[src/include/alarm_pkg.sv]
// package: register map, field layout, reset values and types of the alarm interlock block
// assumes: apb slave with 32-bit data, measurements presented as unsigned fixed-point codes
`default_nettype none
package alarm_pkg;

  // alarm indices (one bit each in status, mask and enable words)
  localparam int NUM_ALARMS       = 6;
  localparam int ALM_SUPPLY       = 0;
  localparam int ALM_DIODE_TEMP   = 1;
  localparam int ALM_AVG_CURR     = 2;
  localparam int ALM_AUX_LOOP     = 3;
  localparam int ALM_AVG_POWER    = 4;
  localparam int ALM_DRIVER_TEMP  = 5;

  // register byte offsets
  localparam logic [7:0] OFS_STATUS      = 8'h00;
  localparam logic [7:0] OFS_MASK        = 8'h04;
  localparam logic [7:0] OFS_MODE_STAGE  = 8'h08;
  localparam logic [7:0] OFS_MODE_ACTIVE = 8'h0c;
  localparam logic [7:0] OFS_COMMIT      = 8'h10;
  localparam logic [7:0] OFS_ENABLE      = 8'h14;
  localparam logic [7:0] OFS_DIODE_LIM   = 8'h18;
  localparam logic [7:0] OFS_DRIVER_LIM  = 8'h1c;
  localparam logic [7:0] OFS_CURR_LIM    = 8'h20;
  localparam logic [7:0] OFS_POWER_LIM   = 8'h24;
  localparam logic [7:0] OFS_INDICATOR   = 8'h28;
  localparam logic [7:0] OFS_TRIP        = 8'h2c;
  localparam logic [7:0] OFS_HW_VERSION  = 8'h30;

  // measurement codes: voltage in mV, temperature in 0.1 degC, current in mA, power in mW
  localparam int MEAS_W = 16;
  localparam logic [15:0] SUPPLY_MIN_MV    = 16'h2af8;  // 11 V
  localparam logic [15:0] DIODE_LIM_RST    = 16'h01c2;  // 45.0 degC
  localparam logic [15:0] DRIVER_LIM_RST   = 16'h02bc;  // 70.0 degC
  localparam logic [15:0] CURR_LIM_RST     = 16'hffff;
  localparam logic [15:0] POWER_LIM_RST    = 16'hffff;
  localparam logic [5:0]  ENABLE_RST       = 6'h3f;
  localparam logic [5:0]  MASK_RST         = 6'h00;

  // hardware version thresholds, packed major.minor.patch as 8 bits each
  localparam logic [23:0] HW_VER_AVG_CURR_MIN  = 24'h020100;  // 2.1.0
  localparam logic [23:0] HW_VER_AVG_POWER_MAX = 24'h020000;  // 2.0.0

  typedef enum logic [1:0] {
    MODE_INACTIVE  = 2'h0,
    MODE_VISIBLE   = 2'h1,
    MODE_INTERLOCK = 2'h2
  } alarm_mode_t;

  localparam logic [11:0] MODE_RST = 12'h555;  // every alarm visible

  typedef struct packed {
    logic [15:0] supply_mv;
    logic [15:0] diode_temp;
    logic [15:0] avg_curr;
    logic [15:0] avg_power;
    logic [15:0] driver_temp;
    logic        aux_closed;
  } meas_t;

  typedef struct packed {
    logic [15:0] diode_lim;
    logic [15:0] driver_lim;
    logic [15:0] curr_lim;
    logic [15:0] power_lim;
  } limits_t;

endpackage
`default_nettype wire

[src/core/alarm_compare.sv]
// holds the comparators that turn measurements into raw alarm conditions
// assumes: measurements and limits are stable codes in the pclk domain
`timescale 1ns/1ps
`default_nettype none
module alarm_compare (
  input  wire logic                  pclk,       // system clock
  input  wire logic                  presetn,    // async reset, active low
  input  wire alarm_pkg::meas_t      meas,       // measured quantities
  input  wire alarm_pkg::limits_t    limits,     // programmed thresholds
  input  wire logic [23:0]           hw_version, // board hardware version
  output logic [alarm_pkg::NUM_ALARMS-1:0] cond  // raw conditions, registered
);

  logic [alarm_pkg::NUM_ALARMS-1:0] nxt_cond;
  logic [alarm_pkg::NUM_ALARMS-1:0] cond_ff;

  function automatic logic over(input logic [15:0] val, input logic [15:0] lim);
    over = (val > lim);
  endfunction

  always_comb begin
    nxt_cond = '0;
    nxt_cond[alarm_pkg::ALM_SUPPLY]      = meas.supply_mv < alarm_pkg::SUPPLY_MIN_MV;
    nxt_cond[alarm_pkg::ALM_DIODE_TEMP]  = over(meas.diode_temp, limits.diode_lim);
    nxt_cond[alarm_pkg::ALM_AVG_CURR]    = over(meas.avg_curr, limits.curr_lim)
      && (hw_version >= alarm_pkg::HW_VER_AVG_CURR_MIN);
    nxt_cond[alarm_pkg::ALM_AUX_LOOP]    = !meas.aux_closed;
    nxt_cond[alarm_pkg::ALM_AVG_POWER]   = over(meas.avg_power, limits.power_lim)
      && (hw_version <= alarm_pkg::HW_VER_AVG_POWER_MAX);
    nxt_cond[alarm_pkg::ALM_DRIVER_TEMP] = over(meas.driver_temp, limits.driver_lim);
  end

  always_ff @(posedge pclk or negedge presetn) begin
    if (!presetn) begin
      cond_ff <= '0;
    end else begin
      cond_ff <= nxt_cond;
    end
  end

  assign cond = cond_ff;

endmodule
`default_nettype wire

[src/core/laser_alarm_interlock.sv]
// alarm supervision and interlock for a pulsed laser diode driver, apb register slave
// assumes: one clock pclk, presetn released once per power cycle, apb master per amba apb
`timescale 1ns/1ps
`default_nettype none

// Summary of operation
// - Supply alarm is raised while the board supply measures below 11 V.
// - Diode temperature alarm is raised above a programmable limit that resets to 45 degC.
// - Average current alarm is raised above the programmed average current limit.
// - Average current alarm exists only on hardware version 2.1.0 or later.
// - Auxiliary loop alarm is raised while its two contacts are open.
// - Average power alarm exists only on hardware version 2.0.0 or earlier.
// - Driver stage temperature alarm is raised above a programmable limit resetting to 70 degC.
// - Each alarm has its own mode (interlock, visible, inactive) and its own enable.
// - An interlock-mode alarm asserts the interlock output and stops emission.
// - After a trip emission stays off until reset by power cycle, whatever the condition.
// - An interlock-mode alarm also shows on its indicator so the cause is readable.
// - An inactive alarm does nothing at all.
// - Mode changes take effect only when the host commits them.
module laser_alarm_interlock #(
  parameter logic [23:0] HW_VERSION = 24'h020100   // board hardware version
) (
  input  wire logic                   pclk,        // apb clock, 50 mhz
  input  wire logic                   presetn,     // async reset, active low
  input  wire logic                   psel,        // apb select
  input  wire logic                   penable,     // apb access phase
  input  wire logic                   pwrite,      // apb direction
  input  wire logic [7:0]             paddr,       // apb byte address
  input  wire logic [31:0]            pwdata,      // apb write data
  output logic [31:0]                 prdata,      // apb read data
  output logic                        pready,      // apb ready
  output logic                        pslverr,     // apb error, unmapped address
  input  wire alarm_pkg::meas_t       meas,        // measured quantities
  output logic                        interlock,   // interlock output, high when tripped
  output logic                        emit_en,     // laser emission permit
  output logic [5:0]                  indicator,   // per-alarm indicators
  output logic                        irq          // level interrupt
);

  localparam int N = alarm_pkg::NUM_ALARMS;

  // ----------------------------------------------------------------
  // state
  // ----------------------------------------------------------------
  logic [N-1:0]   status_ff, nxt_status;
  logic [N-1:0]   mask_ff, nxt_mask;
  logic [N-1:0]   enable_ff, nxt_enable;
  logic [2*N-1:0] mode_stage_ff, nxt_mode_stage;
  logic [2*N-1:0] mode_active_ff, nxt_mode_active;
  logic [N-1:0]   ind_ff, nxt_ind;
  logic [N-1:0]   trip_src_ff, nxt_trip_src;
  logic           trip_ff, nxt_trip;
  alarm_pkg::limits_t limits_ff, nxt_limits;
  logic [31:0]    prdata_ff, nxt_prdata;
  logic           pready_ff, nxt_pready;
  logic           pslverr_ff, nxt_pslverr;
  logic           irq_ff, nxt_irq;
  logic [N-1:0]   cond;

  logic           wr_acc;
  logic           rd_acc;
  logic           hit;
  logic [31:0]    rd_val;
  logic [N-1:0]   vis_hit;
  logic [N-1:0]   ilk_hit;

  function automatic alarm_pkg::alarm_mode_t mode_of(input logic [2*N-1:0] m, input int i);
    mode_of = alarm_pkg::alarm_mode_t'(m[2*i +: 2]);
  endfunction

  // ----------------------------------------------------------------
  // comparators
  // ----------------------------------------------------------------
  alarm_compare u_cmp (
    .pclk       (pclk),
    .presetn    (presetn),
    .meas       (meas),
    .limits     (limits_ff),
    .hw_version (HW_VERSION),
    .cond       (cond)
  );

  // ----------------------------------------------------------------
  // alarm classification
  // ----------------------------------------------------------------
  always_comb begin
    vis_hit = '0;
    ilk_hit = '0;
    for (int i = 0; i < N; i++) begin
      if (cond[i] && enable_ff[i]) begin
        case (mode_of(mode_active_ff, i))
          alarm_pkg::MODE_INTERLOCK: begin
            ilk_hit[i] = 1'b1;
            vis_hit[i] = 1'b1;
          end
          alarm_pkg::MODE_VISIBLE: begin
            vis_hit[i] = 1'b1;
          end
          default: begin
            vis_hit[i] = 1'b0;
          end
        endcase
      end
    end
  end

  // ----------------------------------------------------------------
  // apb decode and register next state
  // ----------------------------------------------------------------
  assign wr_acc = psel && penable && pwrite && !pready_ff;
  assign rd_acc = psel && penable && !pwrite && !pready_ff;

  always_comb begin
    hit    = 1'b1;
    rd_val = 32'h0000_0000;
    if (paddr == alarm_pkg::OFS_STATUS) begin
      rd_val[N-1:0] = status_ff;
    end else if (paddr == alarm_pkg::OFS_MASK) begin
      rd_val[N-1:0] = mask_ff;
    end else if (paddr == alarm_pkg::OFS_MODE_STAGE) begin
      rd_val[2*N-1:0] = mode_stage_ff;
    end else if (paddr == alarm_pkg::OFS_MODE_ACTIVE) begin
      rd_val[2*N-1:0] = mode_active_ff;
    end else if (paddr == alarm_pkg::OFS_COMMIT) begin
      rd_val = 32'h0000_0000;
    end else if (paddr == alarm_pkg::OFS_ENABLE) begin
      rd_val[N-1:0] = enable_ff;
    end else if (paddr == alarm_pkg::OFS_DIODE_LIM) begin
      rd_val[15:0] = limits_ff.diode_lim;
    end else if (paddr == alarm_pkg::OFS_DRIVER_LIM) begin
      rd_val[15:0] = limits_ff.driver_lim;
    end else if (paddr == alarm_pkg::OFS_CURR_LIM) begin
      rd_val[15:0] = limits_ff.curr_lim;
    end else if (paddr == alarm_pkg::OFS_POWER_LIM) begin
      rd_val[15:0] = limits_ff.power_lim;
    end else if (paddr == alarm_pkg::OFS_INDICATOR) begin
      rd_val[N-1:0] = ind_ff;
    end else if (paddr == alarm_pkg::OFS_TRIP) begin
      rd_val[N-1:0] = trip_src_ff;
      rd_val[31]    = trip_ff;
    end else if (paddr == alarm_pkg::OFS_HW_VERSION) begin
      rd_val[23:0] = HW_VERSION;
    end else begin
      hit = 1'b0;
    end
  end

  always_comb begin
    nxt_mask        = mask_ff;
    nxt_enable      = enable_ff;
    nxt_mode_stage  = mode_stage_ff;
    nxt_mode_active = mode_active_ff;
    nxt_limits      = limits_ff;
    nxt_status      = status_ff;
    nxt_pready      = psel && penable && !pready_ff;
    nxt_pslverr     = psel && penable && !pready_ff && !hit;
    nxt_prdata      = rd_acc ? rd_val : 32'h0000_0000;
    if (wr_acc) begin
      if (paddr == alarm_pkg::OFS_STATUS) begin
        nxt_status = status_ff & ~pwdata[N-1:0];
      end else if (paddr == alarm_pkg::OFS_MASK) begin
        nxt_mask = pwdata[N-1:0];
      end else if (paddr == alarm_pkg::OFS_MODE_STAGE) begin
        nxt_mode_stage = pwdata[2*N-1:0];
      end else if (paddr == alarm_pkg::OFS_COMMIT) begin
        if (pwdata[0]) begin
          nxt_mode_active = mode_stage_ff;
        end
      end else if (paddr == alarm_pkg::OFS_ENABLE) begin
        nxt_enable = pwdata[N-1:0];
      end else if (paddr == alarm_pkg::OFS_DIODE_LIM) begin
        nxt_limits.diode_lim = pwdata[15:0];
      end else if (paddr == alarm_pkg::OFS_DRIVER_LIM) begin
        nxt_limits.driver_lim = pwdata[15:0];
      end else if (paddr == alarm_pkg::OFS_CURR_LIM) begin
        nxt_limits.curr_lim = pwdata[15:0];
      end else if (paddr == alarm_pkg::OFS_POWER_LIM) begin
        nxt_limits.power_lim = pwdata[15:0];
      end
    end
    // set wins over a same-cycle write-one clear
    nxt_status = nxt_status | vis_hit;
  end

  // ----------------------------------------------------------------
  // indication, trip latch, interrupt
  // ----------------------------------------------------------------
  always_comb begin
    nxt_ind      = vis_hit;
    nxt_trip     = trip_ff || (|ilk_hit);
    nxt_trip_src = trip_src_ff | ilk_hit;
    nxt_irq      = |(nxt_status & mask_ff);
  end

  always_ff @(posedge pclk or negedge presetn) begin
    if (!presetn) begin
      status_ff      <= '0;
      mask_ff        <= alarm_pkg::MASK_RST;
      enable_ff      <= alarm_pkg::ENABLE_RST;
      mode_stage_ff  <= alarm_pkg::MODE_RST;
      mode_active_ff <= alarm_pkg::MODE_RST;
      limits_ff      <= '{diode_lim:  alarm_pkg::DIODE_LIM_RST,
                          driver_lim: alarm_pkg::DRIVER_LIM_RST,
                          curr_lim:   alarm_pkg::CURR_LIM_RST,
                          power_lim:  alarm_pkg::POWER_LIM_RST};
      ind_ff         <= '0;
      trip_src_ff    <= '0;
      trip_ff        <= 1'b0;
      prdata_ff      <= 32'h0000_0000;
      pready_ff      <= 1'b0;
      pslverr_ff     <= 1'b0;
      irq_ff         <= 1'b0;
    end else begin
      status_ff      <= nxt_status;
      mask_ff        <= nxt_mask;
      enable_ff      <= nxt_enable;
      mode_stage_ff  <= nxt_mode_stage;
      mode_active_ff <= nxt_mode_active;
      limits_ff      <= nxt_limits;
      ind_ff         <= nxt_ind;
      trip_src_ff    <= nxt_trip_src;
      trip_ff        <= nxt_trip;
      prdata_ff      <= nxt_prdata;
      pready_ff      <= nxt_pready;
      pslverr_ff     <= nxt_pslverr;
      irq_ff         <= nxt_irq;
    end
  end

  // emission permit registers the inverse of the trip latch's next state, so it drops in the same cycle as interlock
  logic emit_ff;
  always_ff @(posedge pclk or negedge presetn) begin
    if (!presetn) begin
      emit_ff <= 1'b1;
    end else begin
      emit_ff <= !nxt_trip;
    end
  end

  assign prdata    = prdata_ff;
  assign pready    = pready_ff;
  assign pslverr   = pslverr_ff;
  assign interlock = trip_ff;
  assign emit_en   = emit_ff;
  assign indicator = ind_ff;
  assign irq       = irq_ff;

endmodule
`default_nettype wire

[config.mk]
export PLATFORM = sky130hd
export DESIGN_NAME = laser_alarm_interlock
export DESIGN_NICKNAME = d
export VERILOG_FILES = /design/src/include/alarm_pkg.sv /design/src/core/alarm_compare.sv /design/src/core/laser_alarm_interlock.sv
export SDC_FILE = /design/constraint.sdc
export NUM_CORES = 1
export LEC_CHECK = 0
export CORE_AREA = 2 2 123 125
export CTS_CLUSTER_SIZE = 8
export DETAILED_ROUTE_END_ITERATION = 12
export DIE_AREA = 0 0 125 127
export DONT_BUFFER_PORTS = 1
export PLACE_DENSITY_LB_ADDON = 0.25
export SLEW_MARGIN = 20
export SYNTH_ARGS = -nofsm -noshare
export SYNTH_HDL_FRONTEND = slang
export SYNTH_SLANG_ARGS = --single-unit
[constraint.sdc]
create_clock -name pclk -period 2.7 [get_ports pclk]
set_clock_uncertainty 0.15 [all_clocks]
set_input_delay 0 -clock pclk [delete_from_list [all_inputs] [get_ports pclk]]
set_output_delay 0 -clock pclk [all_outputs]
set_load 0.02 [all_outputs]
==> reports/qor.yml, run 1 <==
status:
  outcome: "finished, violations left"
  failed_checks: "negative hold slack"
detailed_routing:
  routed_wire_per_std_cell_um: 23.0
  drt.antenna.violating_nets: 0
  drc_errors: 0
  first_pass_iters: 7
  detail_route.vias_per_cell: 6.20
  postRouteWirelength_um: 23500
  detail_route.iter0.violations: 544
  num_vias: 6319
cells_and_area:
  share_of_layout_cells_above_drive_strength_1_pct: 23.3
  area_delta_synth_final_pct: 16.6
  design.final.nets: 1002
  fill_cells: 1153
  finish.instance_area_um2: 9190
  antenna_cells: 0
synth:
  synthDominantCellAreaShare_pct: 26.4
  synth-seq-area-share_pct: 46.7
  top_cell_type_by_total_area_after_synthesis: "sky130_fd_sc_hd__dfrtp_1"
  synth.avg_cell_area_um2: 10.3
  number_of_flip_flops_and_latches_in_the_synthesized_netlist: 144
  ys_top_cells_by_count: "sky130_fd_sc_hd__dfrtp_1 (83), sky130_fd_sc_hd__mux2_2 (71), sky130_fd_sc_hd__nand2_1 (71)"
  post-synth-top-count-cell: "sky130_fd_sc_hd__dfrtp_1"
  syn_inst: 767
  ys_top_cells_by_area: "sky130_fd_sc_hd__dfrtp_1 (26%), sky130_fd_sc_hd__dfstp_2 (20%), sky130_fd_sc_hd__mux2_2 (10%)"
  synth-async-reset-ratio_pct: 100
  ys.warnings.count: 0
  synth.lib_cells_used.distinct: 64
  synth_enable_flop_cells: 0
  synthesis.area_um2: 7880
  dominantRegCellSynth: "sky130_fd_sc_hd__dfrtp_1"
sta:
  worst_slew_pin_slew_ps: 936
  tns_ps: 0
  timing.slew.headroom_pct: 37.4
  finalHoldViolCount: 144
  finalCriticalPeriod_ps: 2640
  hold_slack_final_ps: -885
  fin_crit_share_pct: 97.9
  setup_viol: 0
  f_max_ghz: 0.379
  finalMaxSlewViolations: 0
  setup_repair_after_global_routing_missed_its_margin: "no"
die:
  chipWidth_um: 125
  dieArea_um2: 15900
  core_footprint_um2: 14400
  num_rows: 44
  ioPinCount: 169
  floorplan.initialDensity_pct: 54.6
  overall_die_height_um: 127
cts:
  clockBufferDepth: 2
  sink_count_of_the_clock_tree: 144
  clk_root_buf: "sky130_fd_sc_hd__clkbuf_16"
  post_cts_hold_buffer_count: 50
  clkTransAtPathRegs_ps: 60
  tritoncts: "yes"
  worst_skew_pair.late_latency_ps: 430
  post_cts_setup_inserts: 0
  cts-buffers-inserted: 17
  htree_levels: 4
critical_path:
  critical-path-top-delay-family: "compound AO/OA/AOI/OAI gates"
  worstSetupPathType: "flop to flop"
  reg2reg_setup_slack_ps: 60
  timing.critical_path.fanout_max: 2
  critical_path.slowest_cell: "sky130_fd_sc_hd__dlygate4sd3_1"
  worst_path_buffer_plus_inverter_count: 2
  path_cells: "inv_1 > ha_1 > nor2b_1 > o21a_1 > o21a_1 > o21ai_0 > a211o_1 > dlygate4sd3_1 > a31oi_1"
  critical_path_required_ps: 2880
  crit_path_start_kind: "flop"
  cp_slowest_stage_delay_ps: 550
  critical-path-top-cell-by-count: "sky130_fd_sc_hd__o21a_1"
  data_arrival_time_at_the_worst_slack_endpoint_ps: 2820
  reg2reg_depth: 9
  timing.critical_path.to_type: "flop"
  regToRegStartpoint: "limits_ff[17]$_DFFE_PN1P_"
  crit-reg2reg-capture: "u_cmp.cond[2]$_DFF_PN0_"
power_and_ir_drop:
  internal-power_mw: 3.84
  cellLeakagePower_nw: 4.21
  worst_ir_drop_vdd_v: 0.000435
  total_switching_power_mw: 1.13
  p_clk_share_pct: 48.6
  pwr_density_cell_nw_per_um2: 541
  seq_power_share_pct: 44.6
  sw_frac_of_total_pct: 22.8
  p_comb_share_pct: 6.7
  post-layout-total-power_mw: 4.97
grt:
  number_of_global_route_vias_before_repair: 6456
  grt-ovfl-total: 0
  grt_max_degree: 145
  track_usage_pct: 29.9
  grt_pass1_wl_um: 36100
  grt_antenna_before_repair: 0
placement:
  placed_area_um2: 8060
  gp_congestion: 0.929
  port_buffers: 0
  place.detailed.hpwl_um: 16500
run:
  drv_cap: 0
min_path:
  hold_path_class: "input port to asynchronous set/reset pin"
[routing by layer]
metal	global-route usage, %	wire length [µm]	vias to the layer above
li1	-	-	2842
met1	40.1	9760	3112
met2	47.1	11100	319
met3	8.04	2080	46
met4	11.2	575	0
met5	0	0	-
[repair_timing]
action / 4_1_cts / 5_1_grt
hold endpoints to repair: 276 / 144
setup endpoints to repair: 0 / 7
resized for setup: 0 / 2
[power groups by stage]
stage / Sequential [mW] / Combinational (mW) / Clock, mW
2_1_floorplan: 2.25 / 0.208 / 0
3_3_place_gp: 2.25 / 0.213 / 0
3_5_place_dp: 2.25 / 0.225 / 0
4_1_cts: 2.22 / 0.322 / 2.44
5_1_grt: 2.22 / 0.363 / 2.54
6_report: 2.22 / 0.335 / 2.42
[cells in the final DEF, fill, tap and decap left out, types with 5 or more instances in the layout]
cell	n
sky130_fd_sc_hd__clkbuf_16	17
sky130_fd_sc_hd__o21ai_0	50
sky130_fd_sc_hd__ha_1	53
sky130_fd_sc_hd__nand2_1	71
sky130_fd_sc_hd__a21o_1	8
sky130_fd_sc_hd__mux2i_1	6
sky130_fd_sc_hd__nand4_1	15
sky130_fd_sc_hd__o22ai_1	9
sky130_fd_sc_hd__a2111oi_0	6
sky130_fd_sc_hd__and3_1	6
sky130_fd_sc_hd__conb_1	15
sky130_fd_sc_hd__o21a_1	8
sky130_fd_sc_hd__nor3_1	8
sky130_fd_sc_hd__clkinvlp_4	5
sky130_fd_sc_hd__o221ai_1	8
sky130_fd_sc_hd__a31oi_1	9
sky130_fd_sc_hd__nand3_1	19
sky130_fd_sc_hd__nor2b_1	8
sky130_fd_sc_hd__nand2b_1	10
sky130_fd_sc_hd__inv_1	55
sky130_fd_sc_hd__buf_4	18
sky130_fd_sc_hd__dfstp_2	61
sky130_fd_sc_hd__a21oi_1	42
sky130_fd_sc_hd__nor2_1	49
sky130_fd_sc_hd__dlygate4sd3_1	50
sky130_fd_sc_hd__dfrtp_1	83
sky130_fd_sc_hd__mux2_2	71
[how the worst max path moves through the flow]
| stage | start | end | slack (ps) | cells after the start |
|---|---|---|---|---|
| after floorplan | limits_ff[56]$_DFFE_PN1P_ | u_cmp.cond[1]$_DFF_PN0_ | 700 | 7 |
| after global placement | pready$_DFF_PN0_ | irq$_DFF_PN0_ | 480 | 7 |
| after detailed placement | pready$_DFF_PN0_ | enable_ff[0]$_DFFE_PN1P_ | 440 | 4 |
| after CTS | limits_ff[17]$_DFFE_PN1P_ | u_cmp.cond[2]$_DFF_PN0_ | 130 | 9 |
| after global routing | limits_ff[17]$_DFFE_PN1P_ | u_cmp.cond[2]$_DFF_PN0_ | 6 | 9 |
| final | limits_ff[17]$_DFFE_PN1P_ | u_cmp.cond[2]$_DFF_PN0_ | 60 | 9 |
[final cells by class]
| cell class | count | area, µm² | area share, % |
|---|---|---|---|
| multi-input combinational | 537 | 3820 | 41.6 |
| clock buffer | 20 | 457 | 4.97 |
| sequential | 144 | 3680 | 40.1 |
| clock inverter | 12 | 159 | 1.73 |
| tap | 184 | 230 | 2.51 |
| timing repair buffer | 68 | 636 | 6.92 |
| inverter | 55 | 206 | 2.25 |
[state kept, by name, indices dropped and copies added (netlist names), 5 cells and up]
| register | flops |
|---|---|
| enable_ff | 6 |
| trip_src_ff | 5 |
| mask_ff | 6 |
| prdata | 18 |
| limits_ff | 64 |
| indicator | 5 |
| status_ff | 6 |
| mode_active_ff | 12 |
| mode_stage_ff | 12 |
| u_cmp.cond | 5 |
[cells by family (layout without fill, tap and decap cells)]
kind of cell,after synthesis,in the layout,synth area share (%)
AOI/OAI and AO/OA,182,182,14.8
adders and majority gates,53,53,8.42
buffers and inverters,100,155,5.77
DFF,144,144,46.7
muxes,77,77,10.9
other,1,15,0.0476
and+or+nand+nor,210,210,13.3
[worst register-to-register path: stages, from the launching register on]
cell and delay, ps:
sky130_fd_sc_hd__dfstp_2 530, sky130_fd_sc_hd__inv_1 80, sky130_fd_sc_hd__ha_1 320, sky130_fd_sc_hd__nor2b_1 140, sky130_fd_sc_hd__o21a_1 120, sky130_fd_sc_hd__o21a_1 110
sky130_fd_sc_hd__o21ai_0 80, sky130_fd_sc_hd__a211o_1 290, sky130_fd_sc_hd__dlygate4sd3_1 550, sky130_fd_sc_hd__a31oi_1 180
[metrics by stage]
step / util, % / setup slack (ps) / hold WS, ps / cells
2_1_floorplan: - / 698 / -446 / 781
3_3_place_gp: 55.8 / 484 / -442 / 938
3_5_place_dp: 55.8 / 437 / -442 / 938
4_1_cts: 63.6 / 126 / -894 / 1020
5_1_grt: 63.7 / 6.13 / -899 / 1020
6_report: 63.7 / 58.0 / -885 / 1020
No activity file was read; power rests on OpenSTA's default activity.
==> inputs of run 2 (changes only) <==
- CELL_PAD_IN_SITES_DETAIL_PLACEMENT: default -> 2
- CELL_PAD_IN_SITES_GLOBAL_PLACEMENT: default -> 2
- CORE_AREA: 2 2 123 125 -> 2 2 144 146
- DIE_AREA: 0 0 125 127 -> 0 0 146 148
==> reports/qor.yml, run 2 (same netlist as run 1, synthesis figures left out) <==
cells_and_area:
  finish.instance_area_um2: 9380
  commonest_non_fill_non_tap_cell_in_the_layout: "sky130_fd_sc_hd__dfrtp_1"
  fill_cells: 2134
  registers.top_by_ff_count: "limits_ff"
  area_delta_synth_final_pct: 19.1
  antenna_cells: 0
  largest_register_ffs: 64
  design.final.nets: 1012
  share_of_layout_cells_above_drive_strength_1_pct: 23.0
  mostFrequentLayoutCells: "sky130_fd_sc_hd__dfrtp_1 (83), sky130_fd_sc_hd__nand2_1 (71), sky130_fd_sc_hd__mux2_2 (71)"
critical_path:
  crit_path_start_kind: "flop"
  worstSetupPathType: "flop to flop"
  data_arrival_time_at_the_worst_slack_endpoint_ps: 2860
  critical_path_required_ps: 2870
  timing.critical_path.to_type: "flop"
  timing.critical_path.fanout_max: 3
cts:
  sink_count_of_the_clock_tree: 144
  cts-buffers-inserted: 17
  post_cts_hold_buffer_count: 61
  clkTransAtPathRegs_ps: 60
  worst_skew_pair.late_latency_ps: 440
  tritoncts: "yes"
  post_cts_setup_inserts: 0
  clockBufferDepth: 2
  clk_root_buf: "sky130_fd_sc_hd__clkbuf_16"
  htree_levels: 4
sta:
  finalHoldViolCount: 145
  fin_crit_share_pct: 99.5
  f_max_ghz: 0.372
  timing.slew.headroom_pct: 30.5
  finalMaxSlewViolations: 0
  setup_repair_after_global_routing_missed_its_margin: "yes"
  hold_slack_final_ps: -896
  setup_viol: 0
  finalCriticalPeriod_ps: 2690
  worst_slew_pin_slew_ps: 1020
die:
  overall_die_height_um: 148
  num_rows: 52
  core_footprint_um2: 20000
  ioPinCount: 169
  floorplan.initialDensity_pct: 39.3
  dieArea_um2: 21600
  chipWidth_um: 146
placement:
  place.detailed.hpwl_um: 20700
  gp_congestion: 0.925
  port_buffers: 0
  placed_area_um2: 8170
min_path:
  hold_path_class: "input port to asynchronous set/reset pin"
power_and_ir_drop:
  pwr_density_cell_nw_per_um2: 531
  cellLeakagePower_nw: 4.25
  worst_ir_drop_vdd_v: 0.000385
  post-layout-total-power_mw: 4.98
grt:
  grt-ovfl-total: 0
  grt_max_degree: 145
  track_usage_pct: 28.9
  grt_antenna_before_repair: 2
  grt_pass1_wl_um: 46600
  number_of_global_route_vias_before_repair: 7458
run:
  drv_cap: 0
detailed_routing:
  drc_errors: 0
  drt.antenna.violating_nets: 0
  num_vias: 6571
  postRouteWirelength_um: 30400
  routed_wire_per_std_cell_um: 27.3
  first_pass_iters: 5
  detail_route.iter0.violations: 376
  detail_route.vias_per_cell: 5.89
status:
  failed_checks: "negative hold slack"
  outcome: "finished, violations left"
-- run 2: cell types whose count changed in the layout (fill, tap and decap cells not counted), sizes merged --
| cell | delta |
|---|---|
| inv | +2 |
| clkbuf | +1 |
| clkinv | +1 |
| bufinv | -1 |
| buf | -1 |
| dlygate4sd3 | +11 |
| clkinvlp | -3 |
-- run 2: path summary, 6_finish.rpt --
check,start,to,slack [ps],cells past startpoint
min in group pclk,meas[60],u_cmp.cond[1]$_DFF_PN0_,-20,4
min reg2reg,trip_src_ff[5]$_DFF_PN0_,trip_src_ff[5]$_DFF_PN0_,340,1
max,limits_ff[27]$_DFFE_PN1P_,u_cmp.cond[2]$_DFF_PN0_,10,8
max in group asynchronous,presetn,limits_ff[22]$_DFFE_PN1P_,3050,0
max reg2reg,limits_ff[27]$_DFFE_PN1P_,u_cmp.cond[2]$_DFF_PN0_,10,8
min,presetn,u_cmp.cond[0]$_DFF_PN0_,-900,0
-- run 2: final cells by class --
type                    instances  area, µm²  area share, %
multi-input cells             537       3830           40.8
clock buffers                  21        450           4.80
inverters                      55        206           2.20
clock inverters                11        133           1.41
well taps                     270        338           3.60
repair buffers                 78        751           8.00
flip-flops and latches        144       3680           39.2
-- run 2: what timing repair did --
| action | in CTS | in global routing |
|---|---|---|
| hold endpoints to repair | 276 | 144 |
| endpoints found under the setup margin | 0 | 13 |
| gates resized for setup | 0 | 5 |
-- run 2: critical path: stages (launching register included) --
cell and delay [ps]:
sky130_fd_sc_hd__dfstp_2 550, sky130_fd_sc_hd__inv_1 50, sky130_fd_sc_hd__ha_1 320, sky130_fd_sc_hd__nand4_1 200, sky130_fd_sc_hd__nor2_2 200, sky130_fd_sc_hd__nand3_1 150, sky130_fd_sc_hd__o32ai_1 280, sky130_fd_sc_hd__dlygate4sd3_1 610
sky130_fd_sc_hd__a31oi_1 50
-- run 2: stage by stage --
stage | setup WS [ps] | hold WS, ps | cells | TNS [ps] | util, %
2_1_floorplan | 698 | -446 | 781 | 0 | -
3_3_place_gp | 471 | -440 | 1023 | 0 | 40.8
3_5_place_dp | 391 | -442 | 1023 | 0 | 40.8
4_1_cts | 42.4 | -909 | 1116 | 0 | 46.7
5_1_grt | -103 | -912 | 1116 | -103 | 46.8
6_report | 13.0 | -896 | 1116 | 0 | 46.8
-- run 2: metal layers --
layer | global-route usage [%] | share of wire [%] | vias up
li1 | - | - | 2868
met2 | 47.8 | 48 | 229
met1 | 37.1 | 44 | 3416
met5 | 0 | 0.043 | -
met3 | 6.76 | 5.3 | 56
met4 | 10.8 | 3.0 | 2
-- run 2: where the power goes --
group	internal, mW	switching, mW	total (mW)
clock	1.39	0.989	2.38
sequential	2.20	0.0258	2.22
combinational	0.150	0.225	0.375
total	3.74	1.24	4.98
